**src/inc/fpc_pkg.sv**
```systemverilog
package fpc_pkg;
  // Core clock and the switching timebase.
  localparam int CLK_HZ = 25_000_000;
  localparam int CLK_NS = 40;
  localparam int SW_HZ = 50_000;
  localparam int BASE_CYC = CLK_HZ / SW_HZ;
  localparam int DITHER_PCT = 4;
  localparam int DITHER_CYC = BASE_CYC * DITHER_PCT / 100;
  localparam int BLANK_NS = 250;
  localparam int BLANK_CYC = (BLANK_NS + CLK_NS - 1) / CLK_NS;
  localparam int DUTY_MAX_PCT = 80;
  localparam int MAX_ON_CYC = BASE_CYC * DUTY_MAX_PCT / 100;
  localparam int SS_MS = 4;
  localparam int SS_CYC = CLK_HZ / 1000 * SS_MS;
  localparam int DB_MS = 42;
  localparam int DB_CYC = CLK_HZ / 1000 * DB_MS;

  // Oscillator period per feedback band.
  localparam int OSC_W = 12;
  localparam int DITHER_W = 6;
  localparam int BLANK_W = 3;
  localparam int LIM_W = 8;
  localparam logic [OSC_W-1:0] PER_FULL = OSC_W'(BASE_CYC);
  localparam logic [OSC_W-1:0] PER_75 = OSC_W'(BASE_CYC * 4 / 3);
  localparam logic [OSC_W-1:0] PER_50 = OSC_W'(BASE_CYC * 2);
  localparam logic [OSC_W-1:0] PER_25 = OSC_W'(BASE_CYC * 4);
  localparam logic [OSC_W-1:0] MAX_ON = OSC_W'(MAX_ON_CYC);
  localparam logic [DITHER_W-1:0] DITHER_MID = DITHER_W'(DITHER_CYC);
  localparam logic [DITHER_W-1:0] DITHER_SPAN = DITHER_W'(2 * DITHER_CYC);
  localparam logic [BLANK_W-1:0] BLANK_LOAD = BLANK_W'(BLANK_CYC);
  localparam logic [1:0] BAND_FULL = 2'h3;
  localparam logic [1:0] BAND_75 = 2'h2;
  localparam logic [1:0] BAND_50 = 2'h1;

  // Register map.
  localparam int ADDR_W = 8;
  localparam int DATA_W = 32;
  localparam logic [ADDR_W-1:0] REG_CTRL = 8'h00;
  localparam logic [ADDR_W-1:0] REG_STATE = 8'h04;
  localparam logic [ADDR_W-1:0] REG_IRQ_STAT = 8'h08;
  localparam logic [ADDR_W-1:0] REG_IRQ_EN = 8'h0c;
  localparam logic [ADDR_W-1:0] REG_IRQ_CLR = 8'h10;
  localparam int CTRL_DITHER_BIT = 0;
  localparam int CTRL_FREQRED_BIT = 1;
  localparam logic [1:0] CTRL_RESET = 2'h3;
  localparam int ST_STATE_LSB = 0;
  localparam int ST_GATE_BIT = 2;
  localparam int ST_SKIP_BIT = 3;
  localparam int ST_LIM_LSB = 8;
  localparam int IRQ_W = 4;
  localparam int IRQ_PROT_BIT = 0;
  localparam int IRQ_SKIP_BIT = 1;
  localparam int IRQ_LOCK_BIT = 2;
  localparam int IRQ_SSDONE_BIT = 3;
  localparam logic [IRQ_W-1:0] IRQ_EN_RESET = 4'h0;

  typedef enum logic [1:0] {
    FPC_ST_OFF,
    FPC_ST_SOFT,
    FPC_ST_RUN,
    FPC_ST_PROT
  } fpc_state_t;
endpackage

```
**src/logic/fpc_core.sv**
```systemverilog
`timescale 1ns/1ps
// Notes on behaviour
// - Gate stays off until the supply turn-on comparator fires.
// - Supply turn-off clears any protection and returns to the off state.
// - Soft start ramps the current-limit code from zero to full.
// - Every restart, retries included, runs the whole soft-start ramp.
// - Normal switching runs at a fixed nominal period from the core clock.
// - The period dithers symmetrically within plus or minus four percent.
// - A compensation ramp synchronous to each cycle feeds current sensing.
// - The current comparators cannot end a pulse during turn-on blanking.
// - Light load lowers switching frequency by feedback band.
// - Feedback below skip threshold suppresses all gate pulses.
// - Switching resumes once feedback rises above skip threshold.
// - A triggered protection stops switching until supply turn-off.
// - After restart a lasting fault trips again, else switching continues.
// - Supply overvoltage trips the same auto-recovery protection.
// - Slow faults trip only after persisting longer than the debounce time.
// - Floating pin or shorted timing resistor pin trips at once.
module fpc_core #(
  parameter int SS_CYCLES = fpc_pkg::SS_CYC,
  parameter int DB_CYCLES = fpc_pkg::DB_CYC
) (
  input wire logic i_core_clk,
  input wire logic i_nrst,
  input wire logic i_ce,
  input wire logic i_supply_on,
  input wire logic i_supply_off,
  input wire logic [1:0] i_feedback_level,
  input wire logic i_fb_skip,
  input wire logic i_cs_trip,
  input wire logic i_ilimit_trip,
  input wire logic i_overload_fault,
  input wire logic i_overcurrent_fault,
  input wire logic i_overpower_fault,
  input wire logic i_open_loop_fault,
  input wire logic i_supply_overvoltage_fault,
  input wire logic i_pin_floating,
  input wire logic i_timing_resistor_pin_short,
  input wire logic [fpc_pkg::ADDR_W-1:0] i_addr,
  input wire logic [fpc_pkg::DATA_W-1:0] i_wdata,
  input wire logic i_wr,
  input wire logic i_rd,
  output logic [fpc_pkg::DATA_W-1:0] o_rdata,
  output logic o_irq,
  output logic o_gate,
  output logic [fpc_pkg::LIM_W-1:0] o_ilimit_code,
  output logic [7:0] o_slope_ramp
);
  import fpc_pkg::*;

  localparam int SS_STEP = SS_CYCLES / 256;
  localparam int SS_CW = $clog2(SS_STEP + 1);
  localparam int DB_CW = $clog2(DB_CYCLES + 1);
  localparam logic [SS_CW-1:0] SS_LAST = SS_CW'(SS_STEP - 1);
  localparam logic [DB_CW-1:0] DB_LAST = DB_CW'(DB_CYCLES);

  generate
    if (SS_CYCLES < 256 || DB_CYCLES < 1)
    begin : g_bad_param
      $error("fpc_core: soft start or debounce count too small");
    end
  endgenerate

  fpc_state_t state_ff, nxt_state;
  logic [OSC_W-1:0] osc_cnt_ff, nxt_osc_cnt;
  logic [DITHER_W-1:0] dither_ff, nxt_dither;
  logic dither_up_ff, nxt_dither_up;
  logic gate_ff, nxt_gate;
  logic [BLANK_W-1:0] blank_ff, nxt_blank;
  logic [SS_CW-1:0] ss_step_ff, nxt_ss_step;
  logic [LIM_W-1:0] ss_code_ff, nxt_ss_code;
  logic [DB_CW-1:0] db_cnt_ff, nxt_db_cnt;
  logic skip_ff;
  logic [7:0] slope_ff, nxt_slope;
  logic [1:0] ctrl_ff;
  logic [IRQ_W-1:0] irq_stat_ff, irq_en_ff, nxt_irq_stat;
  logic [DATA_W-1:0] rdata_ff, nxt_rdata;

  wire switching = (state_ff == FPC_ST_SOFT) || (state_ff == FPC_ST_RUN);
  wire [1:0] band = ctrl_ff[CTRL_FREQRED_BIT] ? i_feedback_level : BAND_FULL;
  wire [DITHER_W-1:0] dith = ctrl_ff[CTRL_DITHER_BIT] ? dither_ff
                                                      : DITHER_MID;
  // Reduced frequency per feedback band.
  // band period select
  wire [OSC_W-1:0] base_per = (band == BAND_FULL) ? PER_FULL :
                              (band == BAND_75) ? PER_75 :
                              (band == BAND_50) ? PER_50 : PER_25;
  wire [OSC_W-1:0] period = base_per + OSC_W'(dith) - OSC_W'(DITHER_MID);
  wire osc_wrap = (osc_cnt_ff == period - OSC_W'(1));

  wire slow_fault = i_overload_fault || i_overcurrent_fault
                    || i_overpower_fault || i_open_loop_fault;
  wire db_trip = slow_fault && (db_cnt_ff == DB_LAST);
  wire fast_fault = i_supply_overvoltage_fault || i_pin_floating
                    || i_timing_resistor_pin_short;
  wire trip_now = switching && (fast_fault || db_trip);
  wire ss_done = (state_ff == FPC_ST_SOFT) && (ss_code_ff == 8'hff)
                 && (ss_step_ff == SS_LAST);

  wire end_pulse = ((blank_ff == '0) && (i_cs_trip || i_ilimit_trip))
                   || (osc_cnt_ff >= MAX_ON - OSC_W'(1));
  wire kill = !switching || i_fb_skip || trip_now || i_supply_off;

  assign nxt_gate = kill ? 1'b0 :
                    osc_wrap ? 1'b1 :
                    (gate_ff && end_pulse) ? 1'b0 : gate_ff;
  assign nxt_blank = (!kill && osc_wrap) ? BLANK_LOAD :
                     (blank_ff != '0) ? blank_ff - BLANK_W'(1) : blank_ff;
  assign nxt_osc_cnt = (!switching || osc_wrap) ? '0
                                                : osc_cnt_ff + OSC_W'(1);
  assign nxt_dither_up = (dither_ff == DITHER_SPAN) ? 1'b0 :
                         (dither_ff == '0) ? 1'b1 : dither_up_ff;
  assign nxt_dither = !osc_wrap ? dither_ff :
                      nxt_dither_up ? dither_ff + DITHER_W'(1)
                                    : dither_ff - DITHER_W'(1);
  assign nxt_slope = nxt_gate ? nxt_osc_cnt[8:1] : 8'h00;

  assign nxt_ss_step = (state_ff != FPC_ST_SOFT || ss_step_ff == SS_LAST)
                       ? '0 : ss_step_ff + SS_CW'(1);
  assign nxt_ss_code = (state_ff == FPC_ST_RUN) ? 8'hff :
                       (state_ff != FPC_ST_SOFT) ? 8'h00 :
                       (ss_step_ff == SS_LAST && ss_code_ff != 8'hff)
                       ? ss_code_ff + 8'h01 : ss_code_ff;
  assign nxt_db_cnt = (!switching || !slow_fault) ? '0 :
                      (db_cnt_ff != DB_LAST) ? db_cnt_ff + DB_CW'(1)
                                             : db_cnt_ff;

  always_comb
  begin
    nxt_state = state_ff;
    if (i_supply_off)
    begin
      nxt_state = FPC_ST_OFF;
    end
    else
    begin
      case (state_ff)
        FPC_ST_OFF:
          if (i_supply_on) nxt_state = FPC_ST_SOFT;
        FPC_ST_SOFT:
          if (trip_now) nxt_state = FPC_ST_PROT;
          else if (ss_done) nxt_state = FPC_ST_RUN;
        FPC_ST_RUN:
          if (trip_now) nxt_state = FPC_ST_PROT;
        default:
          nxt_state = FPC_ST_PROT;
      endcase
    end
  end

  // Sticky interrupt causes; a new event beats a clear in the same cycle.
  wire [IRQ_W-1:0] irq_ev;
  assign irq_ev[IRQ_PROT_BIT] = trip_now && !i_supply_off;
  assign irq_ev[IRQ_SKIP_BIT] = switching && i_fb_skip && !skip_ff;
  assign irq_ev[IRQ_LOCK_BIT] = i_supply_off && (state_ff != FPC_ST_OFF);
  assign irq_ev[IRQ_SSDONE_BIT] = ss_done && !trip_now && !i_supply_off;
  wire wr_ctrl = i_wr && (i_addr == REG_CTRL);
  wire wr_en = i_wr && (i_addr == REG_IRQ_EN);
  wire wr_clr = i_wr && (i_addr == REG_IRQ_CLR);
  assign nxt_irq_stat = irq_ev
                        | (irq_stat_ff & ~(wr_clr ? i_wdata[IRQ_W-1:0] : '0));

  // Read mux; unmapped and write-only addresses read zero.
  wire [DATA_W-1:0] state_word = (DATA_W'(ss_code_ff) << ST_LIM_LSB)
                                 | (DATA_W'(skip_ff) << ST_SKIP_BIT)
                                 | (DATA_W'(gate_ff) << ST_GATE_BIT)
                                 | (DATA_W'(state_ff) << ST_STATE_LSB);
  always_comb
  begin
    nxt_rdata = '0;
    if (!i_rd)
      nxt_rdata = '0;
    else if (i_addr == REG_CTRL)
      nxt_rdata = DATA_W'(ctrl_ff);
    else if (i_addr == REG_STATE)
      nxt_rdata = state_word;
    else if (i_addr == REG_IRQ_STAT)
      nxt_rdata = DATA_W'(irq_stat_ff);
    else if (i_addr == REG_IRQ_EN)
      nxt_rdata = DATA_W'(irq_en_ff);
  end

  always_ff @(posedge i_core_clk)
  begin
    if (!i_nrst)
    begin
      state_ff <= FPC_ST_OFF;
      osc_cnt_ff <= '0;
      dither_ff <= DITHER_MID;
      dither_up_ff <= 1'b1;
      gate_ff <= 1'b0;
      blank_ff <= '0;
      slope_ff <= 8'h00;
    end
    else if (i_ce)
    begin
      state_ff <= nxt_state;
      osc_cnt_ff <= nxt_osc_cnt;
      dither_ff <= nxt_dither;
      dither_up_ff <= nxt_dither_up;
      gate_ff <= nxt_gate;
      blank_ff <= nxt_blank;
      slope_ff <= nxt_slope;
    end
  end

  always_ff @(posedge i_core_clk)
  begin
    if (!i_nrst)
    begin
      ss_step_ff <= '0;
      ss_code_ff <= 8'h00;
      db_cnt_ff <= '0;
      skip_ff <= 1'b0;
      ctrl_ff <= CTRL_RESET;
      irq_stat_ff <= '0;
      irq_en_ff <= IRQ_EN_RESET;
      rdata_ff <= '0;
    end
    else if (i_ce)
    begin
      ss_step_ff <= nxt_ss_step;
      ss_code_ff <= nxt_ss_code;
      db_cnt_ff <= nxt_db_cnt;
      skip_ff <= i_fb_skip;
      ctrl_ff <= wr_ctrl ? i_wdata[1:0] : ctrl_ff;
      irq_stat_ff <= nxt_irq_stat;
      irq_en_ff <= wr_en ? i_wdata[IRQ_W-1:0] : irq_en_ff;
      rdata_ff <= nxt_rdata;
    end
  end

  assign o_gate = gate_ff;
  assign o_ilimit_code = ss_code_ff;
  assign o_slope_ramp = slope_ff;
  assign o_rdata = rdata_ff;
  assign o_irq = |(irq_stat_ff & irq_en_ff);

  // Gate is never on outside soft start and run.
  property p_gate_off_idle;
    @(posedge i_core_clk) disable iff (!i_nrst)
    (state_ff == FPC_ST_OFF || state_ff == FPC_ST_PROT) |-> !o_gate;
  endproperty
  a_gate_off_idle: assert property (p_gate_off_idle)
    else $error("gate active while not switching");

  property p_lockout_reset;
    @(posedge i_core_clk) disable iff (!i_nrst)
    (i_ce && i_supply_off) |=> (state_ff == FPC_ST_OFF && !o_gate);
  endproperty
  a_lockout_reset: assert property (p_lockout_reset)
    else $error("supply turn-off did not return to off state");

  property p_ss_monotonic;
    @(posedge i_core_clk) disable iff (!i_nrst)
    (state_ff == FPC_ST_SOFT && i_ce && !i_supply_off)
      |=> (o_ilimit_code >= $past(o_ilimit_code));
  endproperty
  a_ss_monotonic: assert property (p_ss_monotonic)
    else $error("soft-start limit decreased");

  property p_restart_soft;
    @(posedge i_core_clk) disable iff (!i_nrst)
    (state_ff == FPC_ST_OFF && i_ce && i_supply_on && !i_supply_off)
      |=> (state_ff == FPC_ST_SOFT && o_ilimit_code == 8'h00);
  endproperty
  a_restart_soft: assert property (p_restart_soft)
    else $error("restart did not begin a fresh soft start");

  property p_dither_band;
    @(posedge i_core_clk) disable iff (!i_nrst)
    (band == BAND_FULL) |-> (period >= PER_FULL - OSC_W'(DITHER_CYC)
                             && period <= PER_FULL + OSC_W'(DITHER_CYC));
  endproperty
  a_dither_band: assert property (p_dither_band)
    else $error("switching period outside dither band");

  property p_blanking;
    @(posedge i_core_clk) disable iff (!i_nrst)
    (o_gate && blank_ff != '0 && i_ce && !kill) |=> o_gate;
  endproperty
  a_blanking: assert property (p_blanking)
    else $error("pulse ended during turn-on blanking");

  property p_skip;
    @(posedge i_core_clk) disable iff (!i_nrst)
    (i_ce && i_fb_skip) |=> !o_gate;
  endproperty
  a_skip: assert property (p_skip)
    else $error("gate pulse while in skip");

  property p_prot_latched;
    @(posedge i_core_clk) disable iff (!i_nrst)
    (state_ff == FPC_ST_PROT && !i_supply_off) |=> (state_ff == FPC_ST_PROT);
  endproperty
  a_prot_latched: assert property (p_prot_latched)
    else $error("protection left without supply turn-off");

  property p_fast_trip;
    @(posedge i_core_clk) disable iff (!i_nrst)
    (i_ce && switching && !i_supply_off && i_pin_floating)
      |=> (state_ff == FPC_ST_PROT && !o_gate);
  endproperty
  a_fast_trip: assert property (p_fast_trip)
    else $error("floating pin did not trip at once");

  property p_db_clear;
    @(posedge i_core_clk) disable iff (!i_nrst)
    (i_ce && !slow_fault) |=> (db_cnt_ff == '0);
  endproperty
  a_db_clear: assert property (p_db_clear)
    else $error("debounce timer kept counting without fault");

  property p_pulse_start;
    @(posedge i_core_clk) disable iff (!i_nrst)
    $rose(o_gate) |-> ($past(osc_wrap) && osc_cnt_ff == '0);
  endproperty
  a_pulse_start: assert property (p_pulse_start)
    else $error("gate pulse began away from cycle start");
endmodule // fpc_core

```
**config.mk**
```make
export PLATFORM = sky130hd
export DESIGN_NAME = fpc_core
export DESIGN_NICKNAME = d
export VERILOG_FILES = /design/src/inc/fpc_pkg.sv /design/src/logic/fpc_core.sv
export SDC_FILE = /design/constraint.sdc
export NUM_CORES = 1
export LEC_CHECK = 0
export BUFFER_PORTS_ARGS = -buffer_cell sky130_fd_sc_hd__buf_2
export CAP_MARGIN = 20
export CORE_MARGIN = 5
export CORE_UTILIZATION = 56
export CTS_CLUSTER_DIAMETER = 80
export DETAILED_ROUTE_END_ITERATION = 8
export PLACE_DENSITY = 0.81
export SKIP_LAST_GASP = 1
export SYNTH_ARGS = -nofsm -noshare
export SYNTH_HDL_FRONTEND = slang
export SYNTH_SLANG_ARGS = --single-unit
```
**constraint.sdc**
```tcl
create_clock -name i_core_clk -period 4.4 [get_ports i_core_clk]
set_input_delay 0 -clock i_core_clk [delete_from_list [all_inputs] [get_ports i_core_clk]]
set_output_delay 0 -clock i_core_clk [all_outputs]
set_load 0.03 [all_outputs]
```
# --- After elaboration in Yosys (flattened, before gate mapping) ---
# Index checks and enable logic that the tools add are counted.
totals:
  n_memories: 0
  register_bits: 114
  elab_cells: 141
  mem_bits_ro: 0
  latchBits: 0
  ram_bits: 0
  in_bits: 59
  out_inout_bits: 50
op_classes:
  muxes: 33
  multipliers: 0
  n_bitwise: 7
  shift: 0
  n_reduce_logical: 55
  n_addsub: 10
  order_cmp: 1
  div: 0
  n_eq_ne: 20
ops:
  columns: ["cell", "count"]
  rows:
  - ["16-bit two-way mux", 3]
  - ["21-bit two-way mux", 2]
  - ["11-bit two-way mux", 3]
  - ["8-bit two-way mux", 4]
  - ["21-bit by 1-bit adder with 21-bit output (second input constant)", 1]
  - ["21-bit equality test (second input constant)", 1]
  - ["21-bit inequality test (second input constant)", 1]
  - ["1-bit logical AND", 17]
  - ["8-bit by 4-bit equality test with 1-bit output (second input constant)", 2]
  - ["16-bit by 2-bit OR with 16-bit output", 1]
  - ["16-bit by 3-bit OR with 16-bit output", 1]
  - ["16-bit by 4-bit OR with 16-bit output", 1]
  - ["1-bit logical OR", 15]
  - ["11-bit by 6-bit adder with 12-bit output", 1]
  - ["12-bit by 1-bit adder with 12-bit output (second input constant)", 1]
  - ["12-bit equality test", 1]
  - ["12-bit by 9-bit >= comparator with 1-bit output (second input constant)", 1]
  - ["12-bit two-way mux", 1]
  - ["2-bit two-way mux", 6]
  - ["4-bit two-way mux", 3]
  - ["6-bit two-way mux", 2]
  - ["2-bit AND reduction", 6]
  - ["12-bit by 1-bit subtractor with 12-bit output (second input constant)", 1]
  - ["12-bit by 5-bit subtractor with 12-bit output (second input constant)", 1]
  - ["other kinds (32)", 50]

# --- Depth between registers and ports, before layout ---
depth:
  ltp_word: 12
  depth_mapped: 18
  ltp_nobuf: 16

# --- Worst setup path before layout ---
# OpenSTA, ideal clock, no wires.
synth_path:
  path_kind: "reg2reg"
  startpoint: "reg ctrl_ff[1]"
  endpoint: "reg dither_ff[0]"
  stages_incl_launch_ff: 18
  arrival_time_ps: 3322
  required_ps: 4329
  n_path_buf: 1
  setup_slack_ps: 1007
  setup_time_ps: 71
  period_less_slack_ps: 3393
  path_cell_list: "dfxtp_1 > nand2b_1 > inv_1 > ha_1 > buf_6 > inv_1 > ha_1 > inv_1 > ha_1 > inv_1 > fa_1 > nand2b_1 > a21oi_1 > xnor2_1 > nor4b_2 > o2111ai_2 > or3_1 > a21oi_1"
synth_between:
  elab_chain_cells: 10
  elab_cells_between_ends: 12
  classes_between: "add/sub: 3; eq/ne: 4; mux: 4; reduce/logical: 1"
synth_lines:
  columns: ["element", "line", "rtl"]
  rows:
  - ["start: declaration", "fpc_core.sv:75", "logic [1:0] ctrl_ff;"]
  - ["start signal: assignment", "fpc_core.sv:226", "ctrl_ff <= wr_ctrl ? i_wdata[1:0] : ctrl_ff;"]
  - ["2-bit two-way mux (*)", "fpc_core.sv:80", "wire [1:0] band = ctrl_ff[CTRL_FREQRED_BIT] ? i_feedback_level : BAND_FULL;"]
  - ["2-bit by 1-bit equality test with 1-bit output", "fpc_core.sv:87", "(band == BAND_50) ? PER_50 : PER_25;"]
  - ["11-bit two-way mux", "fpc_core.sv:87", null]
  - ["11-bit two-way mux", "fpc_core.sv:86", "(band == BAND_75) ? PER_75 :"]
  - ["11-bit two-way mux (*)", "fpc_core.sv:85", "wire [OSC_W-1:0] base_per = (band == BAND_FULL) ? PER_FULL :"]
  - ["11-bit by 6-bit adder with 12-bit output (*)", "fpc_core.sv:88", "wire [OSC_W-1:0] period = base_per + OSC_W'(dith) - OSC_W'(DITHER_MID);"]
  - ["12-bit by 5-bit subtractor with 12-bit output (*)", "fpc_core.sv:88", null]
  - ["12-bit by 1-bit subtractor with 12-bit output (*)", "fpc_core.sv:89", "wire osc_wrap = (osc_cnt_ff == period - OSC_W'(1));"]
  - ["12-bit equality test (*)", "fpc_core.sv:89", null]
  - ["2-bit AND reduction (no line) (*)", null, null]
  - ["end signal: assignment", "fpc_core.sv:199", "dither_ff <= nxt_dither;"]
  - ["end: declaration", "fpc_core.sv:66", "logic [DITHER_W-1:0] dither_ff, nxt_dither;"]
# Mark *: on every way between the ends. The rest lies on a longest branch, timed or not.
# A chain may end at the register's enable or synchronous reset.

# --- Final worst setup path ---
layout_path:
  startpoint: "reg ctrl_ff[1]"
  endpoint: "reg osc_cnt_ff[7]"
layout_between:
  elab_chain_cells: 11
  elab_cells_between_ends: 13
  classes_between: "add/sub: 3; eq/ne: 4; mux: 5; reduce/logical: 1"
layout_lines:
  columns: ["element", "line", "rtl"]
  rows:
  - ["2-bit two-way mux (*)", "fpc_core.sv:80", null]
  - ["2-bit by 1-bit equality test with 1-bit output", "fpc_core.sv:87", null]
  - ["11-bit two-way mux", "fpc_core.sv:87", null]
  - ["11-bit two-way mux", "fpc_core.sv:86", null]
  - ["11-bit two-way mux (*)", "fpc_core.sv:85", null]
  - ["11-bit by 6-bit adder with 12-bit output (*)", "fpc_core.sv:88", null]
  - ["12-bit by 5-bit subtractor with 12-bit output (*)", "fpc_core.sv:88", null]
  - ["12-bit by 1-bit subtractor with 12-bit output (*)", "fpc_core.sv:89", null]
  - ["12-bit equality test (*)", "fpc_core.sv:89", null]
  - ["1-bit logical OR (*)", "fpc_core.sv:109", "assign nxt_osc_cnt = (!switching || osc_wrap) ? '0"]
  - ["12-bit two-way mux (*)", "fpc_core.sv:109", null]
  - ["end signal: assignment", "fpc_core.sv:198", "osc_cnt_ff <= nxt_osc_cnt;"]
  - ["end: declaration", "fpc_core.sv:65", "logic [OSC_W-1:0] osc_cnt_ff, nxt_osc_cnt;"]
# Marked as above.

==> flow_summary.toml <==
[worst_hold_path]
holdPathStages = 6
min_path_type = "in -> reg"
hold_start = "i_cs_trip"
hold_end = "o_slope_ramp[7]$_SDFFE_PN0P_"

[place]
place.gp.congestion = 0.9060
dp_hpwl_um = 10090
port_buffers = 60
dp_slack_ns = 0.5162
placed_area_um2 = 6018

[synthesis]
synth_edf_count = 0
avgSynthCellArea_um2 = 8.197
synth_top_cell_area_share_pct = 33.03
synth.mux.area_fraction_pct = 2.899
synthCells = 695
ys_top_cells_by_area = "dfxtp_1 33%, ha_1 7.0%, nor2_1 5.0%"
synth_flop_cell = "dfxtp_1"
synth_fa_ha_area_share_pct = 7.731
synth-seq-area-share_pct = 33.03
synth-compound-area-share_pct = 17.24
netlist_area_um2 = 5697
synthArstFlopShare_pct = 0
yosysUniqueCellTypes = 69
ys_warn_count = 0
synth_top_cell_by_area = "dfxtp_1"
yosys.area_share.simple_pct = 22.67
synth_top_family_by_area = "simple AND/OR/NAND/NOR gates"
synth-xor-area-share_pct = 9.071
synth_seq_cells = 94

[power_and_ir_drop]
power_frac_comb_pct = 15.3
p_sw_mw = 0.4890
irDropWorstVdd_v = 0.0002544
pwr-share-clk_pct = 36.2
p_leak_nw = 2.537
p_per_area_nw_per_um2 = 284.0
p_seq_share_pct = 48.5
total_power_mw = 1.803
p_sw_share_pct = 27.12
intPower_mw = 1.314

[outcome]
status = "completed"

[clocking]
cts_tree = "done"
root_buffer = "clkbuf_8"
cts_buffers = 9
clock_path_buffers = 2
h-tree-depth = 3
path_clk_slew_ns = 0.09
clkLatencyLatePin_ns = 0.36
cts.sinks = 94

[critical_path]
r2r_start = "ctrl_ff[1]$_SDFFE_PN1P_"
ff2ff_setup_slack_ns = 0.47
cp.required_ns = 4.64
rr_worst_depth = 17
endpoint_kind = "flop"
cp_max_fo = 19
worstSetupPathType = "reg -> reg"
worst_setup_path_start_kind = "flop"
worstReg2RegEnd = "osc_cnt_ff[7]$_SDFFE_PN0P_"
cp.arrival_ns = 4.17

[sta]
clock_skew_ns = 0.01024
final_max_slew_viol_count = 0
min_period_ns = 3.934
fmax_mhz = 254.2
fin_crit_sh_pct = 89.41
setup_viol = 0
finalHoldViolations = 0
fin_ws_ns = 0.4659
fin_tns_setup_ns = 0
whs_ns = 0.1292
timing.slew.headroom_pct = 37.19
tightest_slew_ns = 0.9387
grt_setup_unrepaired = "no"

[floorplan]
core-area_um2 = 9864
ios = 109
rows = 36
die_h_um = 110.9
start_util_pct = 57.75
die_area_um2 = 12290
die_x_um = 110.9

[run]
drv_cap = 0

[grt]
antenna_found_initial = 0
grt_pass1_wl_um = 23060
grt_use_total_pct = 22.02
grt_overflow_total = 0
grt_pass1_vias = 5001
grt_max_degree = 39

[cells_and_area]
n_antenna_cell = 0
syn_to_final_growth_pct = 11.46
final_common_cell = "dfxtp_1"
layout.nets = 847
layout_common_cells = "94 x dfxtp_1, 76 x nor2_1, 72 x nand2_1, 60 x buf_2, 41 x a21oi_1"
drive_above_1_share_pct = 13.57
stdcell_area_um2 = 6350

[route]
drc_errors = 0
wl_um = 13630
final_antenna_net_count = 0
wl_per_cell_um = 15.28
vias = 5122
drtPass1Iterations = 5
viasPerCell = 5.742
drt_iter0_drc = 332
[critical path: stages (launching register included)]
cell	delay [ns]
dfxtp_1	0.43
nand2b_1	0.15
inv_1	0.13
ha_1	0.17
inv_1	0.08
ha_1	0.28
inv_1	0.06
ha_1	0.16
inv_1	0.05
fa_1	0.45
xnor2_1	0.14
nor4_1	0.28
nand2_1	0.08
nor4_1	0.17
and4_4	0.28
a211o_1	0.59
buf_4	0.23
a21oi_1	0.07
[cell families after synthesis]
group / Yosys count
XOR/XNOR: 59
adder cells (fa/ha/maj): 34
AO/OA/AOI/OAI: 143
other: 1
AND/OR/NAND/NOR: 262
flip-flops: 94
buffers and inverters: 86
multiplexers: 16
[layout make-up]
class                      count  area, µm²
clock inverter                 4      76.32
timing repair buffer          77      456.7
fill                         831       3515
multi-input combinational    534       3471
clock buffer                  12      155.1
tap                          133      166.4
sequential                    94       1882
inverter                      38      142.6
[sequential cells by signal, summed over array words and instances (netlist names), 6 cells and up]
signal / flops
o_slope_ramp: 8
o_ilimit_code: 8
o_rdata: 12
osc_cnt_ff: 12
db_cnt_ff: 21
dither_ff: 6
ss_step_ff: 9
[per-layer routing]
layer	GRT usage (%)	vias up	wire, µm
met1	27.58	2393	5819
met2	37.42	196	6676
met3	5.076	31	887
met5	0	-	0
met4	7.143	0	244
li1	-	2502	-
[worst max-delay path by stage]
| stage | slack, ns | cells past startpoint | endpoint | from |
|---|---|---|---|---|
| after global placement | 0.62 | 17 | osc_cnt_ff[7]$_SDFFE_PN0P_ | ctrl_ff[1]$_SDFFE_PN1P_ |
| after floorplan | 1.01 | 17 | dither_ff[0]$_SDFFE_PN0P_ | ctrl_ff[1]$_SDFFE_PN1P_ |
| after detailed placement | 0.52 | 17 | osc_cnt_ff[7]$_SDFFE_PN0P_ | ctrl_ff[1]$_SDFFE_PN1P_ |
| final | 0.47 | 17 | osc_cnt_ff[7]$_SDFFE_PN0P_ | ctrl_ff[1]$_SDFFE_PN1P_ |
| after global routing | 0.17 | 17 | osc_cnt_ff[6]$_SDFFE_PN0P_ | ctrl_ff[1]$_SDFFE_PN1P_ |
| after CTS | 0.47 | 17 | osc_cnt_ff[7]$_SDFFE_PN0P_ | ctrl_ff[1]$_SDFFE_PN1P_ |
[power groups by stage]
stage                     logic [mW]  registers (mW)  clock network, mW
after floorplan                0.208           0.896                  0
after global placement         0.254           0.893                  0
after detailed placement       0.265           0.894                  0
after CTS                      0.273           0.875              0.664
after global routing           0.305           0.877              0.701
final                          0.276           0.875              0.652
[cell usage after synthesis, drive strengths merged (3+ instances only)]
cell / number
dfxtp: 94
nor2: 77
nand2: 72
a21oi: 42
o21ai: 40
inv: 37
ha: 32
xor2: 32
buf: 30
xnor2: 27
nand3: 22
clkbuf: 18
and3: 17
a22oi: 14
nand4: 14
mux2i: 12
nor3: 10
a211oi: 8
nor4: 8
nand2b: 7
o41ai: 7
and2: 5
nor2b: 5
nor3b: 5
mux2: 4
nor4b: 4
o311ai: 4
or3: 4
a21o: 3
a31oi: 3
and4: 3
nor4bb: 3
[through the flow]
| stage | utilization (%) | cells |
|---|---|---|
| after floorplan | - | 714 |
| after global placement | 60.90 | 865 |
| after detailed placement | 61.01 | 866 |
| after CTS | 64.37 | 892 |
| after global routing | 64.37 | 892 |
| final | 64.37 | 892 |
[what timing repair did]
action	CTS	global route
hold endpoints to repair	15	0
hold buffers	10	0
gates resized for setup	0	0
buffers inserted	0	0
Power figures use the tool's default switching activity.
